`config.mk`:
```
export PLATFORM = sky130hd
export DESIGN_NAME = spf_irq_flags
export DESIGN_NICKNAME = d
export VERILOG_FILES = /design/src/pkg/spf_pkg.sv /design/src/pkg/spf_flag_if.sv /design/src/design/spf_irq_flags.sv /design/src/design/spf_flag_hold.sv
export VERILOG_INCLUDE_DIRS = /design/src /design/src/pkg
export SDC_FILE = /design/constraint.sdc
export NUM_CORES = 1
export LEC_CHECK = 0
export BUFFER_PORTS_ARGS = -buffer_cell sky130_fd_sc_hd__buf_2
export CAP_MARGIN = 20
export CORE_AREA = 2 2 39 41
export CTS_BUF_LIST = sky130_fd_sc_hd__clkbuf_2 sky130_fd_sc_hd__clkbuf_4 sky130_fd_sc_hd__clkbuf_8
export DETAILED_ROUTE_END_ITERATION = 7
export DIE_AREA = 0 0 41 43
export GPL_TIMING_DRIVEN = 1
export PLACE_DENSITY = 0.76
export SLEW_MARGIN = 20
export SYNTH_ARGS = -nofsm -noshare
export SYNTH_HDL_FRONTEND = slang
export SYNTH_SLANG_ARGS = --single-unit
```
`constraint.sdc`:
```
create_clock -name i_sys_clk -period 1.4 [get_ports i_sys_clk]
set_input_delay 0.42 -clock i_sys_clk [delete_from_list [all_inputs] [get_ports i_sys_clk]]
set_output_delay 0.42 -clock i_sys_clk [all_outputs]
set_load 0.005 [all_outputs]
```
`src/pkg/spf_map.svh`:
```
`ifndef SPF_MAP_SVH
`define SPF_MAP_SVH

// Register offsets, byte addresses on the plain register port
`define SPF_OFF_CTRL 4'h0
`define SPF_OFF_FLAGS 4'h4
`define SPF_OFF_EVT 4'h8
`define SPF_OFF_MASK 4'hc

// Field positions in FLAGS, EVT and MASK
`define SPF_BIT_RX 0
`define SPF_BIT_TX 1

// Field positions in CTRL
`define SPF_CTRL_IEN 0
`define SPF_CTRL_NINE 1

// Reset values
`define SPF_RST_CTRL 2'h0
`define SPF_RST_MASK 2'h0
`define SPF_RST_FLAGS 2'h0

`endif

```
`src/pkg/spf_pkg.sv`:
```
`default_nettype none
package spf_pkg;

    typedef struct packed {
        logic nine_bit;
        logic irq_en;
    } spf_ctrl_s;

    // Bit 1 transmit side, bit 0 receive side
    typedef logic [1:0] spf_flags_t;

endpackage
`default_nettype wire

```
`src/pkg/spf_flag_if.sv`:
```
`default_nettype none
interface spf_flag_if #(
    parameter int unsigned W = 2
);
    logic [W-1:0] set;
    logic [W-1:0] clr;
    logic [W-1:0] val;

    modport ctl (
        output set,
        output clr,
        input val
    );

    modport hold (
        input set,
        input clr,
        output val
    );
endinterface
`default_nettype wire

```
`src/design/spf_irq_flags.sv`:
```
// What this block does
// - 8-bit framing: tx flag after eighth bit
// - 9-bit framing: tx flag at stop start
// - Enabled set tx flag requests interrupt
// - Only software clears tx flag, by zero
// - Completed receive byte sets rx bit 0
// - Rx flag set at stop bit sample
// - Enabled rx flag requests interrupt
// - Rx flag held until software clears
//
// Implementation choices: the plain strobed port and the register addresses.
`include "spf_map.svh"
`default_nettype none
module spf_irq_flags #(
    parameter int unsigned AW = 4,
    parameter int unsigned DW = 8
) (
    input wire logic i_sys_clk,
    input wire logic i_rst_n,
    input wire logic [AW-1:0] i_addr,
    input wire logic [DW-1:0] i_wdata,
    input wire logic i_wr,
    input wire logic i_rd,
    output logic [DW-1:0] o_rdata,
    input wire logic i_tx_data8_done,
    input wire logic i_tx_stop_begin,
    input wire logic i_rx_stop_sample,
    output logic o_nine_bit_mode,
    output logic o_tx_done_flag,
    output logic o_rx_done_flag,
    output logic o_irq
);

    typedef struct packed {
        spf_pkg::spf_ctrl_s ctrl;
        spf_pkg::spf_flags_t mask;
        logic [DW-1:0] rdata;
    } spf_state_s;

    spf_state_s state_ff;
    spf_state_s nxt_state;

    logic tx_set;
    logic rx_set;
    logic flags_wr;
    logic evt_wr;
    logic [DW-1:0] rd_word;
    spf_pkg::spf_flags_t done_val;
    spf_pkg::spf_flags_t evt_val;

    // Refused at elaboration: the map needs four address bits, two flags
    if (AW < 4) begin
        $error("spf_irq_flags: AW must be at least 4");
    end
    if (DW < 2) begin
        $error("spf_irq_flags: DW must be at least 2");
    end

    function automatic logic addr_hit(
        input logic [AW-1:0] addr,
        input logic [3:0] off
    );
        addr_hit = (addr == AW'(off));
    endfunction

    spf_flag_if #(.W(2)) done_if ();
    spf_flag_if #(.W(2)) evt_if ();

    spf_flag_hold #(
        .W(2)
    ) u_done_hold (
        .i_sys_clk(i_sys_clk),
        .i_rst_n(i_rst_n),
        .port(done_if.hold)
    );

    spf_flag_hold #(
        .W(2)
    ) u_evt_hold (
        .i_sys_clk(i_sys_clk),
        .i_rst_n(i_rst_n),
        .port(evt_if.hold)
    );

    assign done_val = done_if.val;
    assign evt_val = evt_if.val;

    // Framing choice picks which transmit point marks the byte done
    assign tx_set = state_ff.ctrl.nine_bit ? i_tx_stop_begin
                                           : i_tx_data8_done;
    assign rx_set = i_rx_stop_sample;

    assign flags_wr = i_wr && addr_hit(i_addr, `SPF_OFF_FLAGS);
    assign evt_wr = i_wr && addr_hit(i_addr, `SPF_OFF_EVT);

    always_comb begin
        done_if.set = '0;
        done_if.set[`SPF_BIT_TX] = tx_set;
        done_if.set[`SPF_BIT_RX] = rx_set;
    end

    // Writing zero clears; hardware never clears on its own
    always_comb begin
        done_if.clr = '0;
        if (flags_wr) begin
            done_if.clr = ~i_wdata[1:0];
        end
    end

    // Lost events: a completion arriving while its flag is still up
    assign evt_if.set = done_if.set & done_val;
    assign evt_if.clr = evt_wr ? i_wdata[1:0] : 2'h0;

    always_comb begin
        rd_word = '0;
        if (addr_hit(i_addr, `SPF_OFF_CTRL)) begin
            rd_word[`SPF_CTRL_IEN] = state_ff.ctrl.irq_en;
            rd_word[`SPF_CTRL_NINE] = state_ff.ctrl.nine_bit;
        end else if (addr_hit(i_addr, `SPF_OFF_FLAGS)) begin
            rd_word[1:0] = done_val;
        end else if (addr_hit(i_addr, `SPF_OFF_EVT)) begin
            rd_word[1:0] = evt_val;
        end else if (addr_hit(i_addr, `SPF_OFF_MASK)) begin
            rd_word[1:0] = state_ff.mask;
        end
    end

    always_comb begin
        nxt_state = state_ff;
        // Read data stands one cycle only, zero otherwise
        nxt_state.rdata = '0;
        if (i_rd) begin
            nxt_state.rdata = rd_word;
        end
        if (i_wr && addr_hit(i_addr, `SPF_OFF_CTRL)) begin
            nxt_state.ctrl.irq_en = i_wdata[`SPF_CTRL_IEN];
            nxt_state.ctrl.nine_bit = i_wdata[`SPF_CTRL_NINE];
        end
        if (i_wr && addr_hit(i_addr, `SPF_OFF_MASK)) begin
            nxt_state.mask = i_wdata[1:0];
        end
    end

    always_ff @(posedge i_sys_clk or negedge i_rst_n) begin
        if (!i_rst_n) begin
            state_ff.ctrl <= `SPF_RST_CTRL;
            state_ff.mask <= `SPF_RST_MASK;
            state_ff.rdata <= '0;
        end else begin
            state_ff <= nxt_state;
        end
    end

    assign o_rdata = state_ff.rdata;
    assign o_nine_bit_mode = state_ff.ctrl.nine_bit;
    assign o_tx_done_flag = done_val[`SPF_BIT_TX];
    assign o_rx_done_flag = done_val[`SPF_BIT_RX];

    // Flag line gated by enable; lost-event line gated by mask
    assign o_irq = (state_ff.ctrl.irq_en && (|done_val))
                   || (|(evt_val & state_ff.mask));
endmodule
`default_nettype wire

```
`src/design/spf_flag_hold.sv`:
```
`include "spf_map.svh"
`default_nettype none
module spf_flag_hold #(
    parameter int unsigned W = 2
) (
    input wire logic i_sys_clk,
    input wire logic i_rst_n,
    spf_flag_if.hold port
);

    typedef struct packed {
        logic [W-1:0] val;
    } spf_hold_s;

    spf_hold_s state_ff;
    spf_hold_s nxt_state;

    // Refused at elaboration, before any logic is built
    if (W < 1) begin
        $error("spf_flag_hold: W must be at least 1");
    end

    // Set wins over a clear in the same cycle, so no event is lost
    always_comb begin
        nxt_state = state_ff;
        for (int i = 0; i < W; i++) begin
            if (port.set[i]) begin
                nxt_state.val[i] = 1'b1;
            end else if (port.clr[i]) begin
                nxt_state.val[i] = 1'b0;
            end
        end
    end

    always_ff @(posedge i_sys_clk or negedge i_rst_n) begin
        if (!i_rst_n) begin
            state_ff <= '0;
        end else begin
            state_ff <= nxt_state;
        end
    end

    assign port.val = state_ff.val;
endmodule
`default_nettype wire

```
* Word level (Yosys, flattened, before mapping)
Cells that the tools add are included.
** Operators by class
- Reductions and logical operators :: 13
- Equal/unequal tests :: 3
- Bitwise operators :: 3
- Multiplexer cells :: 16
** Operators with widths (number)
- 2-bit two-way mux :: 7
- 1-bit two-way mux :: 9
- 4-bit equality test (second input constant) :: 2
- 2-bit nonzero test :: 4
- 1-bit logical AND :: 5
- 2-bit bitwise AND :: 2
- 4-bit by 3-bit equality test with 1-bit output (second input constant) :: 1
- 4-bit logical NOT :: 1
- 2-bit OR reduction :: 2
- 2-bit inverter :: 1
- 1-bit logical OR :: 1
** Storage, ports and cells
- Output and inout port bits :: 12
- Register bits :: 16
- Logic and storage cells :: 43

* Logic depth before layout (Yosys ltp)
Gate-level depths: netlist of the first run.
- Depth in word-level cells :: 6
- Gate-level depth with buffers :: 4

* Modules after synthesis
A second synthesis of the first run with hierarchy kept.
** Second synthesis, totals
- Cells, all modules :: 63
- Area, all modules :: 609.3 µm²
** Modules (own cells, without submodules)
- spf_irq_flags :: times used 1, area an instance 464.2 µm², cells an instance 51
- spf_flag_hold :: times used 2, area an instance 72.6 µm², cells an instance 6

* Worst setup path before layout of the first run
Ideal clock, no wire load.
- Kind :: input port to flip-flop
- From :: input port i_addr[2]
- To :: register state_ff, in the netlist o_nine_bit_mode
- Required time :: 1273 ps
- Arrival :: 1373 ps
- Stages :: 3
- Slack :: -101 ps
- Cell sequence :: or4b_4 -> nor2_4 -> mux2_1
** On the way
- Cells in the longest elaborated chain, start to end :: 2
** RTL lines
- start: declaration :: line spf_irq_flags.sv:20 : input wire logic [AW-1:0] i_addr,
- 4-bit logical NOT :: line spf_irq_flags.sv:63 : addr_hit = (addr == AW'(off));
- 1-bit logical AND :: line spf_irq_flags.sv:135 : if (i_wr && addr_hit(i_addr, `SPF_OFF_CTRL)) begin
- end signal: assignment :: line spf_irq_flags.sv:150 : state_ff <= nxt_state;
- end: declaration :: line spf_irq_flags.sv:40 : spf_state_s state_ff;
Every way passes these cells.
A chain may end at the register's enable or synchronous reset.

* Worst setup path after layout of the first run
- From :: register state_ff[8] (netlist name)
- To :: output port o_irq
** On the way
- Cells in the longest elaborated chain, start to end :: 3
** RTL lines
- 2-bit bitwise AND :: line spf_irq_flags.sv:161 : || (|(evt_val & state_ff.mask));
- 2-bit OR reduction :: line spf_irq_flags.sv:161
- 1-bit logical OR :: line spf_irq_flags.sv:161
- end: declaration :: line spf_irq_flags.sv:31 : output logic o_irq
Every way passes these cells.

==> results of run 1 <==
## power groups by stage
stage	registers [mW]	logic, mW	clock network (mW)
finish	0.347	0.153	0.260
global route	0.351	0.171	0.278
CTS	0.346	0.154	0.264
detailed placement	0.352	0.147	0
global placement	0.347	0.141	0
floorplan	0.343	0.0910	0
## registers in the layout (all words and copies together), names as in the netlist
register	cells
o_nine_bit_mode	1
o_rdata	2
state_ff	3
u_done_hold.port.val	2
u_evt_hold.port.val	2
## kinds of logic (layout without fill, tap and decap cells)
kind of cell           Yosys count  count (layout)
AOI/OAI and AO/OA                7               7
buffers and inverters           10              32
DFF                             10              10
muxes                            7               7
other                            1               6
and+or+nand+nor                 14              14
## through the flow
stage	TNS [ns]	power, mW	cell area [sq um]
floorplan	-0.202	0.434	571
global placement	-0.925	0.488	676
detailed placement	-1.02	0.499	676
CTS	-0.0566	0.764	723
global route	-0.126	0.799	723
finish	-0.0533	0.760	723
## cell usage after synthesis (2+ instances only)
| cell | n |
|---|---|
| and3_1 | 2 |
| mux2_2 | 2 |
| dfrtp_1 | 10 |
| mux4_2 | 2 |
| o21ai_0 | 5 |
| nand2_1 | 5 |
| mux2_1 | 2 |
| buf_4 | 8 |
## worst max-delay path: cells and delay by family, from the launching register on
| family | cells | cell delay, ns |
|---|---|---|
| flip-flops | 1 | 0.41 |
| AO/OA/AOI/OAI | 1 | 0.17 |
| buffers and inverters | 1 | 0.13 |
| AND/OR/NAND/NOR | 1 | 0.07 |
## final timing paths
kind | to | depth (start not counted) | start | slack, ns
setup / recovery | o_irq | 3 | state_ff[8] | -0.05
setup reg to reg | o_rdata[0] | 3 | u_done_hold.port.val[0] | 0.12
hold reg to reg | state_ff[10] | 1 | state_ff[10] | 0.52
max in group asynchronous | o_nine_bit_mode | 1 | i_rst_n | 1.21
hold / removal | u_evt_hold.port.val[1] | 1 | i_rst_n | 0.001
min in group i_sys_clk | u_done_hold.port.val[0] | 2 | i_rx_stop_sample | 0.36
## area by class of cell
class / instances / area share (%)
tap: 16 / 2.77
clock buffer: 4 / 5.02
timing repair buffer: 27 / 21.8
sequential: 10 / 34.6
multi-input combinational: 34 / 35.3
inverter: 1 / 0.519
## metal layers
metal  part of all wire, %  vias to the layer above  GRT usage (%)
met3                   6.6                        2           4.71
met4                   1.2                        0           8.00
met5                     0                        -              0
met2                    55                       21           28.1
li1                      -                      215              -
met1                    37                      224           21.1
## what timing repair did
action | 4_1_cts | 5_1_grt
resized for setup | 1 | 2
pin swaps | 3 | 1
endpoints found under the setup margin | 2 | 4
setup buffers | 1 | 0
==> summary.md, run 1 <==
| Metric | Value |
|---|---|
| Cell Int Power | 569 uW |
| Synth top area cells | dfrtp_1, buf_4, mux4_2 |
| Clock insertion delay at the later pin of the skew report | 0.26 ns |
| Initial antenna violation count | 0 |
| Worst hold path type | in2async |
| Hold Buf Count CTS | 0 |
| Cts bufs inserted | 3 |
| Area grow syn2layout | 31.1% |
| Post-route insts no fill | 92 |
| Dpl hpwl | 935 microns |
| Site row count | 14 |
| Leakage power | 0.357 nW |
| CP startpoint kind | flop |
| Drt first pass iters | 4 |
| Grt total ovfl | 0 |
| Hold WS | 0.000998 ns |
| Failing checks | negative setup slack |
| Synth Area in Adders | 0% |
| Multiplexer share of the synthesized area | 18.1% |
| IO Pins | 31 |
| Cell chain of the critical path | a22oi_1 > nand2_1 > buf_2 |
| Setup crit end kind | output pin |
| Ys flop type | dfrtp_1 |
| Setup Skew | 0.00393 ns |
| DIE HEIGHT | 43 microns |
| Die width | 41 microns |
| Clock share of power | 34.2% |
| Peak Freq | 0.688 GHz |
| Seq cells post-synth | 10 |
| Drt drc | 0 |
| Switching portion of total power | 25.1% |
| CTS tree | built |
| Via total after detailed routing | 462 |
| Final setup violation count | 1 |
| Sequential element share of the synthesized area | 45.4% |
| Xor/xnor cell area share of the yosys netlist | 0% |
| Final nets | 96 |
| CP max-delay cell | dfrtp_1 |
| Crit share post-route | 104% |
| Die area | 0.00176 sq mm |
| Cell area after synthesis | 552 sq um |
| Synth top area share | 45.4% |
| Worst-path clk slew | 0.07 ns |
| Simple-gate share of the synthesized area | 16.1% |
| Post-synth EDFFs | 0 |
| Netlist cell types | 21 |
| Clock Sinks | 10 |
| WP data required | 0.98 ns |
| Gate power share | 20.2% |
| Detailed-route wire length per cell | 12.9 microns |
| Final Max Tran Viols | 0 |
| Yosys top cell by area | dfrtp_1 |
| Worst VDD drop | 506 uV |
| Yosys warns | 0 |
| Unrepaired setup endpoints after global routing | yes |
| First-pass GRT wire length | 2.02 mm |
| Post-Syn Area per Cell | 11.3 sq um |
| Fin crit period | 1.45 ns |
| Largest family of logic cells by synthesized area | multiplexers |
| Post-DRT Antenna Nets | 0 |
| PwrDens | 1050 mW/mm^2 |
| DP Worst Slack | -0.283 ns |
| Complex-gate fraction of the synthesized area | 7.26% |
| Syn Inst Count | 49 |
| Most frequent cells in the layout | buf_2, dfrtp_1, buf_4 |
| Vias per inst | 5.02 |
| RePlAce Congestion | 0.901 |
| Number of global-route vias before repair | 444 |
| Largest net degree at the start of global routing | 11 |
| Buffers on Ports | 18 |
| Initial detailed-routing violation count | 7 |
| Clock Tree Buf Depth | 2 |
| P_sw | 191 uW |
| Total GRT Usage | 17.7% |
| Max FO, Critical Path | 3 |
| Outcome | complete, but fails checks |
| Commonest non-fill, non-tap cell in the layout | buf_2 |
| Area of the multi-input gates | 255 sq um |
| Flop pwr share | 45.6% |
| H-tree depth | 1 |
| Slowest cell delay on critical path | 0.41 ns |
| Fillers | 127 |
| Core area | 0.00138 sq mm |
| MaxCap Viol Count | 0 |
| CP Data Arrival Time | 1.03 ns |
| Root Driver | clkbuf_4 |
| Async S/R FF share, synth | 100% |
| Layout cells sized above 1 | 50.0% |
| Reg area | 250 sq um |
| Crit path kind | reg2out |
| Drt total wl | 1.18 mm |
| Ant diodes | 0 |
| Setup ws final | -0.0533 ns |
| Cells after DPL | 87 |
| Final hold vios | 0 |
| Starting Density | 39.9% |
| Final Core Density | 52.3% |
(Power assumes the default switching activity.)
==> inputs of run 2 (changes only) <==
Settings changed: CORE_AREA 2 2 39 41 to not set, CORE_UTILIZATION set to 25, DIE_AREA 0 0 41 43 to not set, PLACE_DENSITY 0.76 to not set.
==> summary.md, run 2 (same netlist as run 1, synthesis figures left out) <==
| Metric | Value |
|---|---|
| Cell Int Power | 538 uW (was 569 uW) |
| Initial antenna violation count | 0 (unchanged) |
| Flop pwr share | 47.8% (was 45.6%) |
| P_sw | 189 uW (was 191 uW) |
| Clock Tree Buf Depth | 2 (unchanged) |
| Die area | 0.00240 sq mm (was 0.00176 sq mm) |
| Layout cells sized above 1 | 55.1% (was 50.0%) |
| Leakage power | 0.365 nW (was 0.357 nW) |
| Area grow syn2layout | 37.6% (was 31.1%) |
| Drt drc | 0 (unchanged) |
| Failing checks | negative setup slack (unchanged) |
| Gate power share | 25.5% (was 20.2%) |
| H-tree depth | 1 (unchanged) |
| Drt total wl | 1.22 mm (was 1.18 mm) |
| Flop-to-flop setup slack | 0.03 ns (was 0.12 ns) |
| Site row count | 16 (was 14) |
| WP data required | 0.98 ns (about the same) |
| CTS tree | built (unchanged) |
| MaxCap Viol Count | 0 (unchanged) |
| Most frequent cells in the layout | buf_2, buf_4, dfrtp_1 (was buf_2, dfrtp_1, buf_4) |
| Sum of negative setup slack | -0.0522 ns (was -0.0533 ns) |
| IO Pins | 31 (unchanged) |
| DP Worst Slack | -0.274 ns (was -0.283 ns) |
| Detailed-route wire length per cell | 11.6 microns (was 12.9 microns) |
| Core area | 0.00202 sq mm (was 0.00138 sq mm) |
| Vias per inst | 4.36 (was 5.02) |
| Cells after DPL | 99 (was 87) |
| Via total after detailed routing | 458 (was 462) |
| First-pass GRT wire length | 1.89 mm (was 2.02 mm) |
| Total GRT Usage | 11.2% (was 17.7%) |
| Post-route insts no fill | 105 (was 92) |
| Worst VDD drop | 392 uV (was 506 uV) |
| Final nets | 99 (was 96) |
| Die width | 49.0 microns (was 41 microns) |
| RePlAce Congestion | 0.844 (was 0.901) |
| Dpl hpwl | 926 microns (was 935 microns) |
| Clock share of power | 26.8% (was 34.2%) |
| Worst hold path type | in2async (unchanged) |
| Cts bufs inserted | 3 (unchanged) |
| Outcome | complete, but fails checks (unchanged) |
| Setup ws final | -0.0522 ns (was -0.0533 ns) |
| Fin crit period | 1.45 ns (about the same) |
| Drt first pass iters | 4 (unchanged) |
| Clock insertion delay at the later pin of the skew report | 0.27 ns (was 0.26 ns) |
| Slowest cell delay on critical path | 0.40 ns (was 0.41 ns) |
| Final setup violation count | 1 (unchanged) |
| Setup Skew | 0.00422 ns (was 0.00393 ns) |
| Crit path kind | reg2out (unchanged) |
| CP Data Arrival Time | 1.03 ns (about the same) |
| Buffers on Ports | 18 (unchanged) |
| DP Area | 697 sq um (was 676 sq um) |
| Grt total ovfl | 0 (unchanged) |
| Switching portion of total power | 26.0% (was 25.1%) |
| Starting Density | 27.3% (was 39.9%) |
| Reg area | 250 sq um (unchanged) |
| CP startpoint kind | flop (unchanged) |
| Initial detailed-routing violation count | 11 (was 7) |
| Max FO, Critical Path | 2 (was 3) |
| Cell chain of the critical path | a22oi_2 > nand2_1 > buf_2 (was a22oi_1 > nand2_1 > buf_2) |
| Hold Buf Count CTS | 0 (unchanged) |
| Final Cell Area | 759 sq um (was 723 sq um) |
| Crit share post-route | 104% (about the same) |
| Unrepaired setup endpoints after global routing | yes (unchanged) |
| PwrDens | 958 mW/mm^2 (was 1050 mW/mm^2) |
| Ant diodes | 0 (unchanged) |
| Worst-path clk slew | 0.06 ns (was 0.07 ns) |
| Area of the multi-input gates | 269 sq um (was 255 sq um) |
| Clock Sinks | 10 (unchanged) |
| Post-DRT Antenna Nets | 0 (unchanged) |
| Root Driver | clkbuf_4 (unchanged) |
| Final hold vios | 0 (unchanged) |
| Final Core Density | 37.6% (was 52.3%) |
| CP max-delay cell | dfrtp_1 (unchanged) |
| Max FFs per register | 3 (unchanged) |
| Total power | 727 uW (was 760 uW) |
| Commonest non-fill, non-tap cell in the layout | buf_2 (unchanged) |
| Most flops, register | state_ff (unchanged) |
| Setup crit end kind | output pin (unchanged) |
| Number of global-route vias before repair | 407 (was 444) |
| Fillers | 196 (was 127) |
| Final Max Tran Viols | 0 (unchanged) |
| Hold WS | 0.000167 ns (was 0.000998 ns) |
| DIE HEIGHT | 49.0 microns (was 43 microns) |
| Largest net degree at the start of global routing | 11 (unchanged) |
| Peak Freq | 0.689 GHz (was 0.688 GHz) |
==> run 2: metal layers <==
metal	wire length [microns]	track usage [%]
met1	567	13.6
met2	530	16.2
met3	91	5.61
met4	27	5.88
met5	0	0
==> run 2: cell type report <==
class,instances,share of cell area [%]
Inverter,1,0.494
Timing Repair Buffer,30,23.7
Multi-Input combinational cell,34,35.4
Clock buffer,3,2.97
Sequential cell,10,32.9
Tap cell,27,4.45
==> run 2: critical path, delay by kind of cell (launching register included) <==
kind / cells / cell delay [ns]
simple gates: 1 / 0.06
compound gates: 1 / 0.18
flops: 1 / 0.40
buf+inv: 1 / 0.12
==> run 2: final timing paths <==
check                                       from                 endpoint  cells after the start
worst max-delay path                 state_ff[8]                    o_irq                      3
worst min register to register      state_ff[10]             state_ff[10]                      1
worst max register to register       state_ff[8]               o_rdata[0]                      4
max in group asynchronous                i_rst_n  u_done_hold.port.val[0]                      1
worst min-delay path                     i_rst_n          o_nine_bit_mode                      1
min in group i_sys_clk          i_rx_stop_sample  u_done_hold.port.val[0]                      2
==> run 2: power by group through the flow <==
stage | sequential, mW | combinational (mW) | clock [mW]
after floorplan | 0.343 | 0.0910 | 0
after global placement | 0.348 | 0.144 | 0
after detailed placement | 0.349 | 0.146 | 0
after CTS | 0.341 | 0.158 | 0.201
after global routing | 0.351 | 0.201 | 0.215
final | 0.347 | 0.185 | 0.195
==> run 2: timing repair <==
action                                  CTS  global route
buffers inserted                          2             1
pin swaps                                 0             3
resized for setup                         0             5
endpoints found under the setup margin    1             3
==> inputs of run 3 (changes only) <==
Settings changed: CORE_ASPECT_RATIO set to 1.75, SYNTH_HIERARCHICAL set to 1.
==> summary.md, run 3 <==
| Metric | Value |
|---|---|
| CP startpoint kind | flop (unchanged) |
| Max FO, Critical Path | 2 (unchanged) |
| Post-Syn Area per Cell | 9.67 sq um (was 11.3 sq um) |
| Largest family of logic cells by synthesized area | simple AND/OR/NAND/NOR gates (was multiplexers) |
| Root Driver | clkbuf_8 (was clkbuf_4) |
| Final setup violation count | 1 (unchanged) |
| Final Max Tran Viols | 0 (unchanged) |
| Commonest non-fill, non-tap cell in the layout | buf_2 (unchanged) |
| Max layer used | met4 (unchanged) |
| Slowest cell delay on critical path | 0.38 ns (was 0.40 ns) |
| Critical path's top delay family | flip-flops (unchanged) |
| Flop-to-flop setup slack | 0.24 ns (was 0.03 ns) |
| Clock insertion delay at the later pin of the skew report | 0.23 ns (was 0.27 ns) |
| Leakage power | 0.362 nW (was 0.365 nW) |
| Seq cells post-synth | 10 (unchanged) |
| Cell chain of the critical path | a22oi_1 > nand2_1 > buf_2 (was a22oi_2 > nand2_1 > buf_2) |
| Drt total wl | 1.36 mm (was 1.22 mm) |
| Core area | 0.00230 sq mm (was 0.00202 sq mm) |
| Cell area after synthesis | 609 sq um (was 552 sq um) |
| Final hold vios | 0 (unchanged) |
| Setup crit end kind | output pin (unchanged) |
| Post-DRT Antenna Nets | 0 (unchanged) |
| Most flops, register | state_ff (unchanged) |
| Crit share post-route | 101% (was 104%) |
| Worst VDD drop | 424 uV (was 392 uV) |
| Post-synth EDFFs | 0 (unchanged) |
| Unrepaired setup endpoints after global routing | yes (unchanged) |
| Metal-1 WL | 510 microns (was 567 microns) |
| Buffers on Ports | 18 (unchanged) |
| Netlist cell types | 23 (was 21) |
| Sum of buffers and inverters on the critical path | 1 (unchanged) |
| Yosys top cell by area | dfrtp_1 (unchanged) |
| Area grow syn2layout | 30.6% (was 37.6%) |
| Dpl hpwl | 1.05 mm (was 926 microns) |
| R2r worst-path depth | 3 (was 4) |
| Syn Inst Count | 63 (was 49) |
| Synth top area share | 41.1% (was 45.4%) |
| MaxCap Viol Count | 0 (unchanged) |
| Resized cells post-CTS | 0 (unchanged) |
| Largest net degree at the start of global routing | 13 (was 11) |
| Hold Buf Count CTS | 0 (unchanged) |
| Grt total ovfl | 0 (unchanged) |
| Fin crit period | 1.41 ns (was 1.45 ns) |
| CTS tree | built (unchanged) |
| Complex-gate fraction of the synthesized area | 11.9% (was 7.26%) |
| Final Cell Area | 796 sq um (was 759 sq um) |
| Worst R2R Start | o_nine_bit_mode (was state_ff[8]) |
| Detailed-route wire length per cell | 12.0 microns (was 11.6 microns) |
| Via total after detailed routing | 522 (was 458) |
| DIE HEIGHT | 67.3 microns (was 49.0 microns) |
| Crit path kind | reg2out (unchanged) |
| Drt first pass iters | 4 (unchanged) |
| RR Endpoint | u_evt_hold/port.val[1] (was o_rdata[0]) |
| Yosys warns | 6 (was 0) |
| Total GRT Usage | 12.3% (was 11.2%) |
| Multiplexer share of the synthesized area | 12.5% (was 18.1%) |
| Async S/R FF share, synth | 100% (unchanged) |
| Initial detailed-routing violation count | 13 (was 11) |
| Simple-gate share of the synthesized area | 20.1% (was 16.1%) |
| CP max-delay cell | dfrtp_1 (unchanged) |
| Cts bufs inserted | 3 (unchanged) |
| Max FFs per register | 3 (unchanged) |
| Outcome | complete, but fails checks (unchanged) |
| IO Pins | 31 (unchanged) |
| Most frequent cells in the layout | buf_2, dfrtp_1, buf_4 (was buf_2, buf_4, dfrtp_1) |
| Vias per inst | 4.62 (was 4.36) |
| Die area | 0.00265 sq mm (was 0.00240 sq mm) |
| Initial antenna violation count | 0 (unchanged) |
| Met2 Wirelength | 773 microns (was 530 microns) |
| Final nets | 108 (was 99) |
| CP Data Arrival Time | 0.99 ns (was 1.03 ns) |
| Number of global-route vias before repair | 495 (was 407) |
| Worst-path clk slew | 0.05 ns (was 0.06 ns) |
| DP Worst Slack | -0.0577 ns (was -0.274 ns) |
| First-pass GRT wire length | 2.13 mm (was 1.89 mm) |
| Clock Tree Buf Depth | 2 (unchanged) |
| DP Area | 711 sq um (was 697 sq um) |
| Die width | 39.3 microns (was 49.0 microns) |
| Worst hold path type | in2async (unchanged) |
| Xor/xnor cell area share of the yosys netlist | 0% (unchanged) |
| Sequential element share of the synthesized area | 41.1% (was 45.4%) |
| Site row count | 23 (was 16) |
| WP data required | 0.98 ns (about the same) |
| Layout cells sized above 1 | 39.8% (was 55.1%) |
| Drt drc | 0 (unchanged) |
| Met3 WL | 57 microns (was 91 microns) |
| H-tree depth | 1 (unchanged) |
| Final Core Density | 34.6% (was 37.6%) |
| Ant diodes | 0 (unchanged) |
| Setup Skew | 0.00119 ns (was 0.00422 ns) |
| Failing checks | negative setup slack (unchanged) |
| Synth top area cells | dfrtp_1, buf_4, mux2_2 (was dfrtp_1, buf_4, mux4_2) |
| Most instantiated cells after synthesis | dfrtp_1, buf_4, mux2_2 (was dfrtp_1, buf_4, nand2_1, o21ai_0) |
| Synth Area in Adders | 0% (unchanged) |
| Setup ws final | -0.00995 ns (was -0.0522 ns) |
| Count leader, synth | dfrtp_1 (unchanged) |
| Clock Sinks | 10 (unchanged) |
| RePlAce Congestion | 0.828 (was 0.844) |
| Starting Density | 26.5% (was 27.3%) |
| PwrDens | 1090 mW/mm^2 (was 958 mW/mm^2) |
| Ys flop type | dfrtp_1 (unchanged) |
| Peak Freq | 0.709 GHz (was 0.689 GHz) |
run 3: changes by cell type in the layout (fill, tap and decap cells not counted), sizes merged, moves of 3 or more:
cell and change:
a21o +4, buf -4, inv +3, and2 +4, o21ai -4
run 3: timing repair:
item | in CTS | in global routing
setup buffers | 4 | 0
endpoints found under the setup margin | 1 | 1
gates cloned | 0 | 0
pin swaps | 0 | 1
run 3: worst max path at each step:
stage	startpoint	to	slack [ns]	cells past startpoint
detailed placement	i_addr[1]	u_done_hold/port.val[0]	-0.06	7
global route	u_evt_hold/port.val[0]	o_irq	-0.08	3
CTS	state_ff[8]	o_irq	-0.03	3
floorplan	i_addr[2]	o_nine_bit_mode	0.13	4
finish	u_evt_hold/port.val[0]	o_irq	-0.01	3
global placement	i_addr[1]	u_done_hold/port.val[0]	-0.03	7
run 3: final cells by class:
type                       instances  area [sq um]
clock buffer                       4          55.1
fill                             251          1510
inverter                           4          15.0
multi-input combinational         44           294
sequential                        10           250
tap                               25          31.3
timing repair buffer              26           150
run 3: metrics by stage:
step | cells | hold WS [ns] | setup TNS (ns) | power (mW)
2_1_floorplan | 68 | 0.124 | 0 | 0.448
3_3_place_gp | 105 | 0.287 | -0.0476 | 0.498
3_5_place_dp | 105 | 0.300 | -0.191 | 0.501
4_1_cts | 113 | 0.0453 | -0.0315 | 0.880
5_1_grt | 113 | 0.0531 | -0.0822 | 0.919
6_report | 113 | 0.0435 | -0.00995 | 0.865
run 3: cells by family after synthesis:
family	count (synthesis)
simple gates	21
buf+inv	14
compound gates	10
flops	10
mux	7
other cells	1
run 3: layer usage:
| metal | GRT usage (%) | vias to the layer above |
|---|---|---|
| li1 | - | 256 |
| met1 | 12.8 | 248 |
| met2 | 20.8 | 16 |
| met3 | 1.97 | 2 |
| met4 | 9.05 | 0 |
| met5 | 0 | - |
run 3: worst reg2reg max path, cell delays in order, from the launching register on:
cell	delay, ns
dfrtp_1	0.40
mux2_2	0.36
and2_1	0.15
a21o_1	0.14
run 3: power by group:
| part | switching [mW] | internal (mW) |
|---|---|---|
| Sequential | 0.0265 | 0.321 |
| Combinational | 0.0700 | 0.0898 |
| Clock | 0.110 | 0.247 |
